[src/design/uatx_pkg.sv]
// Package for the serial transmitter/receiver with buffered transmit path.
// Assumes one peripheral clock and an APB master at the register port.
package uatx_pkg;

	// ----------------------------------------------------------------
	// Register byte offsets
	// ----------------------------------------------------------------
	localparam logic [7:0] OFF_CTRL    = 8'h00; // Control: enables, stop bits
	localparam logic [7:0] OFF_BAUD    = 8'h04; // Baud divider
	localparam logic [7:0] OFF_TXDATA  = 8'h08; // Transmit buffer
	localparam logic [7:0] OFF_RXDATA  = 8'h0C; // Receive buffer
	localparam logic [7:0] OFF_TXSTAT  = 8'h10; // Transmit status
	localparam logic [7:0] OFF_ERRSTAT = 8'h14; // Reception error status
	localparam logic [7:0] OFF_IRQSTAT = 8'h18; // Interrupt status, read clears
	localparam logic [7:0] OFF_IRQMASK = 8'h1C; // Interrupt mask

	// ----------------------------------------------------------------
	// Field positions
	// ----------------------------------------------------------------
	localparam int TXS_SHIFT_BIT = 0; // Shift busy in transmit status
	localparam int TXS_FULL_BIT  = 1; // Buffer full in transmit status
	localparam int CTL_TXEN_BIT  = 0; // Transmitter enable
	localparam int CTL_RXEN_BIT  = 1; // Receiver enable
	localparam int CTL_STOP2_BIT = 2; // Two stop bits on transmit
	localparam int ERR_FRAME_BIT = 0; // Stop bit low
	localparam int ERR_OVR_BIT   = 1; // Overrun
	localparam int IRQ_TXDONE    = 0; // Transmission complete
	localparam int IRQ_RXDONE    = 1; // Reception complete
	localparam int IRQ_RXERR     = 2; // Reception error

	// ----------------------------------------------------------------
	// Reset values and sizes
	// ----------------------------------------------------------------
	localparam logic [7:0]  CTRL_RST  = 8'h00;
	localparam logic [15:0] BAUD_RST  = 16'h00D9; // Near 115200 at 25 MHz
	localparam logic [7:0]  BYTE_ZERO = 8'h00;
	localparam logic        LINE_IDLE = 1'b1;
	localparam int          DATA_BITS = 8;

	// ----------------------------------------------------------------
	// Types
	// ----------------------------------------------------------------
	typedef enum logic [1:0] {TX_IDLE, TX_START, TX_DATA, TX_STOP} uatx_tx_e;
	typedef enum logic [1:0] {RX_IDLE, RX_START, RX_DATA, RX_STOP} uatx_rx_e;

	typedef struct packed {
		logic frame_err; // Stop bit sampled low
		logic overrun;   // Unread byte overwritten
	} uatx_err_s;

endpackage

[src/design/uatx_top.sv]
// Serial transmitter and receiver with a one-byte transmit buffer.
// Assumes APB registers, synchronous RXD input and a single clock.
`timescale 1ns/1ns
module uatx_top
	import uatx_pkg::*;
#(
	parameter int DIV_W = 16 // Width of the baud divider
) (
	input  wire logic        CLK,
	input  wire logic        SYS_RST,
	input  wire logic        PSEL,
	input  wire logic        PENABLE,
	input  wire logic        PWRITE,
	input  wire logic [7:0]  PADDR,
	input  wire logic [31:0] PWDATA,
	output logic      [31:0] PRDATA,
	output logic             PREADY,
	output logic             PSLVERR,
	input  wire logic        RXD,
	output logic             TXD,
	output logic             IRQ
);

	// ----------------------------------------------------------------
	// Declarations
	// ----------------------------------------------------------------
	logic [7:0]       ctrl_q;          // Control register
	logic [DIV_W-1:0] baud_q;          // Bit period in clocks, minus one
	logic [7:0]       txbuf_q;         // Transmit buffer
	logic             txfull_q;        // Buffer holds a byte
	logic [7:0]       txsh_q;          // Transmit shift register
	uatx_tx_e         txst_q;          // Transmit state
	logic [DIV_W-1:0] txcnt_q;         // Transmit bit timer
	logic [2:0]       txbit_q;         // Transmit bit index
	logic             txstop2_q;       // Second stop bit pending
	logic [7:0]       rxbuf_q;         // Receive buffer
	logic             rxfull_q;        // Unread byte present
	logic [7:0]       rxsh_q;          // Receive shift register
	uatx_rx_e         rxst_q;          // Receive state
	logic [DIV_W-1:0] rxcnt_q;         // Receive bit timer
	logic [2:0]       rxbit_q;         // Receive bit index
	uatx_err_s        err_q;           // Reception error status
	logic [2:0]       irqst_q;         // Sticky interrupt status
	logic [2:0]       irqmask_q;       // Interrupt enables
	logic             acc, wr, rd;     // APB access strobes
	logic             tx_done, rx_done, rx_err; // One-cycle events
	logic             tx_tick, rx_tick; // Bit timer expiry
	logic             tx_load;         // Shifter takes buffer
	logic [31:0]      rdata_d;         // Read mux

	// Decode one address against an offset
	function automatic logic hit(input logic [7:0] a, input logic [7:0] off);
		hit = (a == off);
	endfunction

	assign acc     = PSEL & PENABLE;
	assign wr      = acc & PWRITE;
	// Read side effects fall on the edge that latches PRDATA, so an event
	// landing between setup and access is never cleared unreported
	assign rd      = PSEL & ~PENABLE & ~PWRITE;
	assign tx_tick = (txcnt_q == '0);
	assign rx_tick = (rxcnt_q == '0);
	assign tx_load = (txst_q == TX_IDLE) & txfull_q & ctrl_q[CTL_TXEN_BIT];

	// ----------------------------------------------------------------
	// APB slave
	// ----------------------------------------------------------------
	// Configuration registers
	always_ff @(posedge CLK or posedge SYS_RST) begin
		if (SYS_RST) begin
			ctrl_q    <= CTRL_RST;
			baud_q    <= BAUD_RST[DIV_W-1:0];
			irqmask_q <= '0;
		end else if (wr) begin
			if (hit(PADDR, OFF_CTRL))    ctrl_q    <= PWDATA[7:0];
			if (hit(PADDR, OFF_BAUD))    baud_q    <= PWDATA[DIV_W-1:0];
			if (hit(PADDR, OFF_IRQMASK)) irqmask_q <= PWDATA[2:0];
		end
	end

	// Read data mux; unmapped reads return zero
	always_comb begin
		rdata_d = '0;
		if (hit(PADDR, OFF_CTRL))    rdata_d[7:0] = ctrl_q;
		if (hit(PADDR, OFF_BAUD))    rdata_d[DIV_W-1:0] = baud_q;
		if (hit(PADDR, OFF_RXDATA))  rdata_d[7:0] = rxbuf_q;
		if (hit(PADDR, OFF_TXSTAT)) begin
			rdata_d[TXS_FULL_BIT]  = txfull_q;
			// Busy covers the load cycle too, so full never shows with an idle shifter while the transmitter is enabled
			rdata_d[TXS_SHIFT_BIT] = (txst_q != TX_IDLE) | tx_load;
		end
		if (hit(PADDR, OFF_ERRSTAT)) rdata_d[1:0] = err_q;
		if (hit(PADDR, OFF_IRQSTAT)) rdata_d[2:0] = irqst_q;
		if (hit(PADDR, OFF_IRQMASK)) rdata_d[2:0] = irqmask_q;
	end

	// Answer in the setup cycle so the access phase completes at once
	always_ff @(posedge CLK or posedge SYS_RST) begin
		if (SYS_RST) begin
			PRDATA  <= '0;
			PREADY  <= 1'b0;
			PSLVERR <= 1'b0;
		end else begin
			PREADY  <= PSEL & ~PENABLE;
			PSLVERR <= 1'b0;
			if (PSEL & ~PENABLE & ~PWRITE) PRDATA <= rdata_d;
		end
	end

	// ----------------------------------------------------------------
	// Transmitter
	// ----------------------------------------------------------------
	// Buffer: a write fills it, the shifter empties it
	always_ff @(posedge CLK or posedge SYS_RST) begin
		if (SYS_RST) begin
			txbuf_q  <= BYTE_ZERO;
			txfull_q <= 1'b0;
		end else if (wr && hit(PADDR, OFF_TXDATA)) begin
			txbuf_q  <= PWDATA[7:0]; // Overwrite while full is not guarded
			txfull_q <= 1'b1;
		end else if (tx_load) begin
			txfull_q <= 1'b0;
		end
	end

	// Shifter: start, eight data bits LSB first, one or two stop bits
	always_ff @(posedge CLK or posedge SYS_RST) begin
		if (SYS_RST) begin
			txst_q    <= TX_IDLE;
			txsh_q    <= BYTE_ZERO;
			txcnt_q   <= '0;
			txbit_q   <= '0;
			txstop2_q <= 1'b0;
			TXD       <= LINE_IDLE;
		end else begin
			txcnt_q <= tx_tick ? baud_q : txcnt_q - 1'b1;
			case (txst_q)
				TX_IDLE: begin
					TXD <= LINE_IDLE;
					if (tx_load) begin
						txsh_q    <= txbuf_q;
						txstop2_q <= ctrl_q[CTL_STOP2_BIT];
						txcnt_q   <= baud_q;
						TXD       <= 1'b0;
						txst_q    <= TX_START;
					end
				end
				TX_START: if (tx_tick) begin
					TXD     <= txsh_q[0];
					txbit_q <= '0;
					txst_q  <= TX_DATA;
				end
				TX_DATA: if (tx_tick) begin
					if (txbit_q == 3'(DATA_BITS - 1)) begin
						TXD    <= LINE_IDLE;
						txst_q <= TX_STOP;
					end else begin
						TXD     <= txsh_q[txbit_q + 3'd1];
						txbit_q <= txbit_q + 3'd1;
					end
				end
				TX_STOP: if (tx_tick) begin
					if (txstop2_q) txstop2_q <= 1'b0;
					else           txst_q    <= TX_IDLE;
				end
				default: txst_q <= TX_IDLE;
			endcase
		end
	end

	assign tx_done = (txst_q == TX_STOP) & tx_tick & ~txstop2_q;

	// ----------------------------------------------------------------
	// Receiver
	// ----------------------------------------------------------------
	// Samples mid-bit; checks only the first stop bit
	always_ff @(posedge CLK or posedge SYS_RST) begin
		if (SYS_RST) begin
			rxst_q  <= RX_IDLE;
			rxsh_q  <= BYTE_ZERO;
			rxcnt_q <= '0;
			rxbit_q <= '0;
		end else begin
			rxcnt_q <= rx_tick ? baud_q : rxcnt_q - 1'b1;
			case (rxst_q)
				RX_IDLE: if (ctrl_q[CTL_RXEN_BIT] && !RXD) begin
					rxcnt_q <= baud_q >> 1; // Half period to mid start bit
					rxst_q  <= RX_START;
				end
				RX_START: if (rx_tick) begin
					rxbit_q <= '0;
					rxst_q  <= RXD ? RX_IDLE : RX_DATA; // Glitch rejected
				end
				RX_DATA: if (rx_tick) begin
					rxsh_q <= {RXD, rxsh_q[7:1]};
					if (rxbit_q == 3'(DATA_BITS - 1)) rxst_q <= RX_STOP;
					rxbit_q <= rxbit_q + 3'd1;
				end
				RX_STOP: if (rx_tick) rxst_q <= RX_IDLE;
				default: rxst_q <= RX_IDLE;
			endcase
		end
	end

	assign rx_done = (rxst_q == RX_STOP) & rx_tick;
	assign rx_err  = rx_done & (~RXD | rxfull_q);

	// Receive buffer and error status; errors stick until status read
	always_ff @(posedge CLK or posedge SYS_RST) begin
		if (SYS_RST) begin
			rxbuf_q  <= BYTE_ZERO;
			rxfull_q <= 1'b0;
			err_q    <= '0;
		end else begin
			if (rx_done) begin
				rxbuf_q  <= rxsh_q;
				rxfull_q <= 1'b1;
			end else if (rd && hit(PADDR, OFF_RXDATA)) begin
				rxfull_q <= 1'b0;
			end
			if (rx_done) begin
				err_q.frame_err <= err_q.frame_err | ~RXD;
				err_q.overrun   <= err_q.overrun | rxfull_q;
			end else if (rd && hit(PADDR, OFF_ERRSTAT)) begin
				err_q <= '0;
			end
		end
	end

	// ----------------------------------------------------------------
	// Interrupts
	// ----------------------------------------------------------------
	// Sticky status; set beats read clear
	always_ff @(posedge CLK or posedge SYS_RST) begin
		if (SYS_RST) begin
			irqst_q <= '0;
			IRQ     <= 1'b0;
		end else begin
			if (rd && hit(PADDR, OFF_IRQSTAT)) irqst_q <= {rx_err, rx_done, tx_done};
			else irqst_q <= irqst_q | {rx_err, rx_done, tx_done};
			IRQ <= |(irqst_q & irqmask_q);
		end
	end

endmodule

[config.mk]
export PLATFORM = sky130hd
export DESIGN_NAME = uatx_top
export DESIGN_NICKNAME = d
export VERILOG_FILES = /design/src/design/uatx_pkg.sv /design/src/design/uatx_top.sv
export SDC_FILE = /design/constraint.sdc
export NUM_CORES = 1
export LEC_CHECK = 0
export ABC_AREA = 1
export BUFFER_PORTS_ARGS = -buffer_cell sky130_fd_sc_hd__buf_4
export CORE_AREA = 3 3 141 143
export CTS_BUF_LIST = sky130_fd_sc_hd__clkbuf_16
export CTS_CLUSTER_DIAMETER = 150
export DETAILED_ROUTE_END_ITERATION = 10
export DIE_AREA = 0 0 144 146
export SYNTH_ARGS = -nofsm -noshare
export SYNTH_HDL_FRONTEND = slang
export SYNTH_SLANG_ARGS = --single-unit
[constraint.sdc]
create_clock -name CLK -period 9.32 [get_ports CLK]
set_input_delay 0 -clock CLK [delete_from_list [all_inputs] [get_ports CLK]]
set_output_delay 0 -clock CLK [all_outputs]
set_load 0.005 [all_outputs]
**Word-level counts from Yosys, hierarchy flattened**

Index checks and enable logic that the tools add are counted.

- Magnitude comparators: 1
- Add/subtract/negate cells: 4
- Eq/ne operators: 27
- Mux-type cells: 51
- Bitwise operators: 20
- Reduce and logical (&&, ||, !) cells: 31

Operators by type and width:

| cell | count |
|---|---|
| $mux 16 | 7 |
| $eq 8x5->1 const B | 4 |
| $logic_not 16->1 | 2 |
| $mux 2 | 16 |
| $sub 16x1->16 const B | 2 |
| $mux 3 | 8 |
| $ne 2x2->1 const B | 12 |
| $eq 8x4->1 const B | 2 |
| $mux 8 | 2 |
| $pmux 2 s4 | 2 |
| $reduce_bool 2->1 | 7 |
| $pmux 3 s2 | 2 |
| $mux 1 | 11 |
| $and 1x1->1 | 10 |
| $reduce_and 2->1 | 5 |
| $reduce_and 3->1 | 3 |
| $eq 2x2->1 const B | 4 |
| $eq 8x3->1 const B | 1 |
| $logic_not 8->1 | 1 |
| $add 3x1->3 const B | 2 |
| $eq 3x3->1 const B | 2 |
| $reduce_and 6->1 | 1 |
| $logic_and 1x1->1 | 5 |
| $reduce_and 5->1 | 1 |
| other kinds (14) | 22 |

- Output and inout bits: 36
- Flip-flop bits (word level): 128

**Logic depth before layout (Yosys ltp)**

- Word-level depth: 8
- Gate-level depth with buffers: 10
- Depth with buffers taken out: 10

**Worst setup path before layout**

Ideal clock, no wire load.

- Kind: reg2reg
- Start: register rxcnt_q[0]
- End: register rxbuf_q[2]
- Path buffers: 1
- Arrival: 1.403 ns
- Path slack: 7.799 ns
- Required time: 9.203 ns
- Cell stages (with the launch flop): 11
- Path through: dfrtp_1 inv_1 ha_1 nand2_1 nor2_1 nand2_2 nor3_4 inv_2 buf_6 nand2_2 o21ai_2

- Longest elaborated chain between the ends: 2

Ends and longest elaborated chain:

| element | line | text |
|---|---|---|
| start, declared | uatx_top.sv:40 | `logic [DIV_W-1:0] rxcnt_q;` |
| start signal, assigned | uatx_top.sv:184 | `rxcnt_q <= rx_tick ? baud_q : rxcnt_q - 1'b1;` |
| start signal, assigned | uatx_top.sv:187 | `rxcnt_q <= baud_q >> 1;` |
| $logic_not 16->1 | uatx_top.sv:62 | `assign rx_tick = (rxcnt_q == '0);` |
| $and 1x1->1 | uatx_top.sv:205 | `assign rx_done = (rxst_q == RX_STOP) & rx_tick;` |
| end signal, assigned | uatx_top.sv:216 | `rxbuf_q <= rxsh_q;` |
| end, declared | uatx_top.sv:36 | `logic [7:0] rxbuf_q;` |

No other way between the ends.
A chain may end at the register's enable or synchronous reset.

**Final worst setup path**

- Start: register txst_q[0]
- End: register txcnt_q[9]

- Longest elaborated chain between the ends: 5

Ends and longest elaborated chain:

| element | line | text |
|---|---|---|
| start, declared | uatx_top.sv:32 | `uatx_tx_e txst_q;` |
| start signal, assigned | uatx_top.sv:129 | `txst_q <= TX_IDLE;` |
| start signal, assigned | uatx_top.sv:145 | `txst_q <= TX_START;` |
| start signal, assigned | uatx_top.sv:151 | `txst_q <= TX_DATA;` |
| $logic_not 2->1 * | uatx_top.sv:63, uatx_top.sv:137 |  |
| $and 1x1->1 (2 in a row) | uatx_top.sv:63 | `assign tx_load = (txst_q == TX_IDLE) & txfull_q & ctrl_q[CTL_TXEN_BIT];` |
| $mux 16 | uatx_top.sv:140 | `if (tx_load) begin` |
| $mux 16 * | uatx_top.sv:137 | `case (txst_q)` |
| end signal, assigned | uatx_top.sv:136 | `txcnt_q <= tx_tick ? baud_q : txcnt_q - 1'b1;` |
| end signal, assigned | uatx_top.sv:143 | `txcnt_q <= baud_q;` |
| end, declared | uatx_top.sv:33 | `logic [DIV_W-1:0] txcnt_q;` |

Every way passes the cells marked *; elsewhere a longest branch is shown, timed or not.

==> results.py <==
metrics = {
    "run_status": {
        "status": "finished clean",
    },
    "timing": {
        "min_period_ns": 2.22,
        "setup_viol": 0,
        "worst_slack_ns": 7.10,
        "worst_pin_slew_ns": 1.03,
        "rsz0062_at_grt": "no",
        "slew_violations": 0,
        "fmax_mhz": 451,
        "fin_skew_ns": 0.00915,
        "finalCritPeriodShare_pct": 23.8,
        "relSlewSlack_pct": 30.9,
        "finalHoldViolCount": 0,
        "fin_tns_setup_ns": 0,
        "whs_ns": 0.0254,
    },
    "clocking": {
        "root_buffer": "clkbuf_16",
        "cts.sinks": 128,
        "ctsHoldBuffers": 20,
        "clockBufferDepth": 2,
        "ctsResizeCount": 0,
        "cts_tree": "done",
        "postCtsSetupRepairBufs": 0,
        "numCtsBuffers": 17,
        "cts.clk_slew.worst_paths_ns": 0.06,
        "htree_levels": 4,
        "insertion_delay_ns": 0.42,
    },
    "grt": {
        "grt_pass1_wl_um": 25900,
        "use_met2_pct": 24.2,
        "grt_use_met1_pct": 21.2,
        "grt-busiest-layer": "met2",
        "overflow": 0,
        "grt_max_degree": 67,
        "grt_use_met3_pct": 3.22,
        "antenna_found_initial": 0,
        "grt_usage_pct": 15.4,
        "grt_pass1_vias": 5111,
    },
    "placed_design": {
        "place_area_um2": 7040,
        "dp_slack_ns": 7.13,
        "io_buffers": 48,
        "place_inst": 1092,
        "gp_congestion": 0.814,
        "hpwl_um": 10700,
    },
    "drt": {
        "vias": 5372,
        "drt_iter0_markers": 301,
        "drc": 0,
        "wl_per_cell_um": 13.4,
        "ant_nets": 0,
        "drt-total-wl_um": 15400,
        "firstDrtPassIters": 4,
        "via_per_inst": 4.70,
    },
    "logic_synthesis": {
        "synth_common_cells": "nand2_1 (245), dfrtp_1 (122), nor2_1 (89), inv_1 (80), o21ai_0 (46)",
        "synth_area_per_cell_um2": 7.89,
        "synth_top_area_share_pct": 46.8,
        "ys_types": 34,
        "synth_top_flop_cell": "dfrtp_1",
        "synth_area_leaders": "dfrtp_1 (47%), nand2_1 (14%), nor2_1 (5.1%)",
        "synth_edf_count": 0,
        "synth_area_um2": 6530,
        "seq_area_frac_synth_pct": 49.2,
        "ys_ff_latch": 128,
        "synth.largest_area_cell": "dfrtp_1",
        "synth.most_common_cell": "nand2_1",
        "yosys_warnings": 0,
        "synthArstFlopShare_pct": 100,
        "synthCells": 827,
    },
    "pwr": {
        "p_seq_share_pct": 42.5,
        "internal_power_mw": 1.07,
        "leakage_nw": 3.78,
        "ir_drop_mv": 0.130,
        "pwr-share-clk_pct": 44.7,
        "switchingPower_mw": 0.404,
        "p_total_mw": 1.47,
        "power_frac_comb_pct": 12.8,
        "switching_share_pct": 27.4,
        "pwr_density_cell_nw_per_um2": 188,
    },
    "critical_path": {
        "endpoint_kind": "flop",
        "crit_family": "simple AND/OR/NAND/NOR gates",
        "crit_chain": "inv_1 -> ha_1 -> nand3_1 -> nand2_2 -> inv_2 -> nor2_1 -> a21oi_1",
        "r2r_end": "txcnt_q[9]",
        "critPathArrivalTime_ns": 2.52,
        "crit_start": "txst_q[0]",
        "cpPeakStageDelay_ns": 0.56,
        "critPathSlowestCell": "nand2_2",
        "required_ns": 9.62,
        "worstSetupEndpoint": "txcnt_q[9]",
        "reg2reg_slack_ns": 7.10,
        "rr_startpoint": "txst_q[0]",
        "crit_fanout": 24,
        "r2r_cells": 7,
        "critPathBufInv": 2,
        "critPathLaunchType": "flop",
        "worst-path-stages": 7,
        "crit_type": "reg2reg",
    },
    "flow_run": {
        "maxCapViolCount": 0,
    },
    "worst_hold_path": {
        "hp-class": "in2reg",
    },
    "floorplanning": {
        "dieHeight_um": 146,
        "core_um2": 18700,
        "die_area_um2": 21000,
        "io_pins": 82,
        "die_w_um": 144,
        "start_util_pct": 34.9,
        "rows": 50,
    },
    "final_layout": {
        "stdcell_area_um2": 7830,
        "antenna_cells": 0,
        "nFillCells": 1863,
        "area_growth_pct": 19.9,
        "stdcell_count": 1144,
        "fin_nets": 956,
        "drive_gt1_share_pct": 12.7,
        "finalCoreUtilization_pct": 41.9,
    },
}
cell families (layout without fill, tap and decap cells):
kind of cell,after synthesis,count (layout),synth area share [%]
flip-flops,128,128,49.2
AND/OR/NAND/NOR,397,397,24.8
other,1,17,0.0574
buffers and inverters,125,192,8.49
AO/OA/AOI/OAI,144,144,12.4
adder cells (fa/ha/maj),13,13,2.49
XOR/XNOR,19,19,2.55
how the worst min path moves through the flow:
stage | endpoint | startpoint | slack [ns] | cells past startpoint
6_report | PRDATA[1] | PADDR[2] | 0.03 | 5
5_1_grt | PRDATA[0] | PADDR[2] | 0.06 | 5
4_1_cts | PRDATA[1] | PADDR[2] | 0.02 | 5
3_5_place_dp | PREADY | PENABLE | 0.18 | 2
3_3_place_gp | PREADY | PENABLE | 0.17 | 2
2_1_floorplan | PREADY | PENABLE | 0.08 | 1
worst register-to-register path, stage by stage, from the launching register on:
cell	delay, ns
dfrtp_1	0.42
inv_1	0.12
ha_1	0.22
nand3_1	0.46
nand2_2	0.57
inv_2	0.16
nor2_1	0.12
a21oi_1	0.05
cells in the final DEF, fill, tap and decap left out, drive strengths merged, types with 8 or more instances in the layout:
| master | count |
|---|---|
| o31ai | 9 |
| buf | 50 |
| clkbuf | 17 |
| o21ai | 95 |
| dlygate4sd3 | 20 |
| xor2 | 9 |
| a21oi | 20 |
| dfrtp | 122 |
| conb | 17 |
| nand2 | 252 |
| nor2 | 96 |
| o211ai | 14 |
| ha | 13 |
| inv | 92 |
| clkinv | 8 |
| xnor2 | 10 |
| nand3 | 34 |
power groups by stage:
stage	clock (mW)	combinational [mW]	sequential [mW]
after floorplan	0	0.143	0.628
after global placement	0	0.182	0.635
after detailed placement	0	0.186	0.634
after CTS	0.669	0.192	0.626
after global routing	0.699	0.221	0.631
final	0.659	0.188	0.626
layout make-up:
cell class | instances | area [µm²] | area share [%]
Tap cell | 234 | 293 | 3.74
Clock buffer | 17 | 425 | 5.43
Multi-Input combinational cell | 590 | 2820 | 36.1
Timing Repair Buffer | 70 | 576 | 7.35
Inverter | 90 | 340 | 4.35
Clock inverter | 15 | 160 | 2.05
Sequential cell | 128 | 3210 | 41.0
registers in the layout, indices dropped and copies added, names as in the netlist, 2 cells and up, named ones only:
signal	cells
irqst_q	3
txcnt_q	16
txst_q	2
rxbit_q	3
baud_q	16
rxbuf_q	8
txbuf_q	8
txbit_q	3
PRDATA	16
rxsh_q	8
txsh_q	8
rxcnt_q	16
irqmask_q	3
err_q	2
ctrl_q	8
routing by layer:
layer | vias to the layer above | wire [µm]
li1 | 2758 | -
met3 | 16 | 398
met2 | 80 | 7310
met5 | - | 0
met1 | 2518 | 7440
met4 | 0 | 214
(Power assumes the default switching activity.)
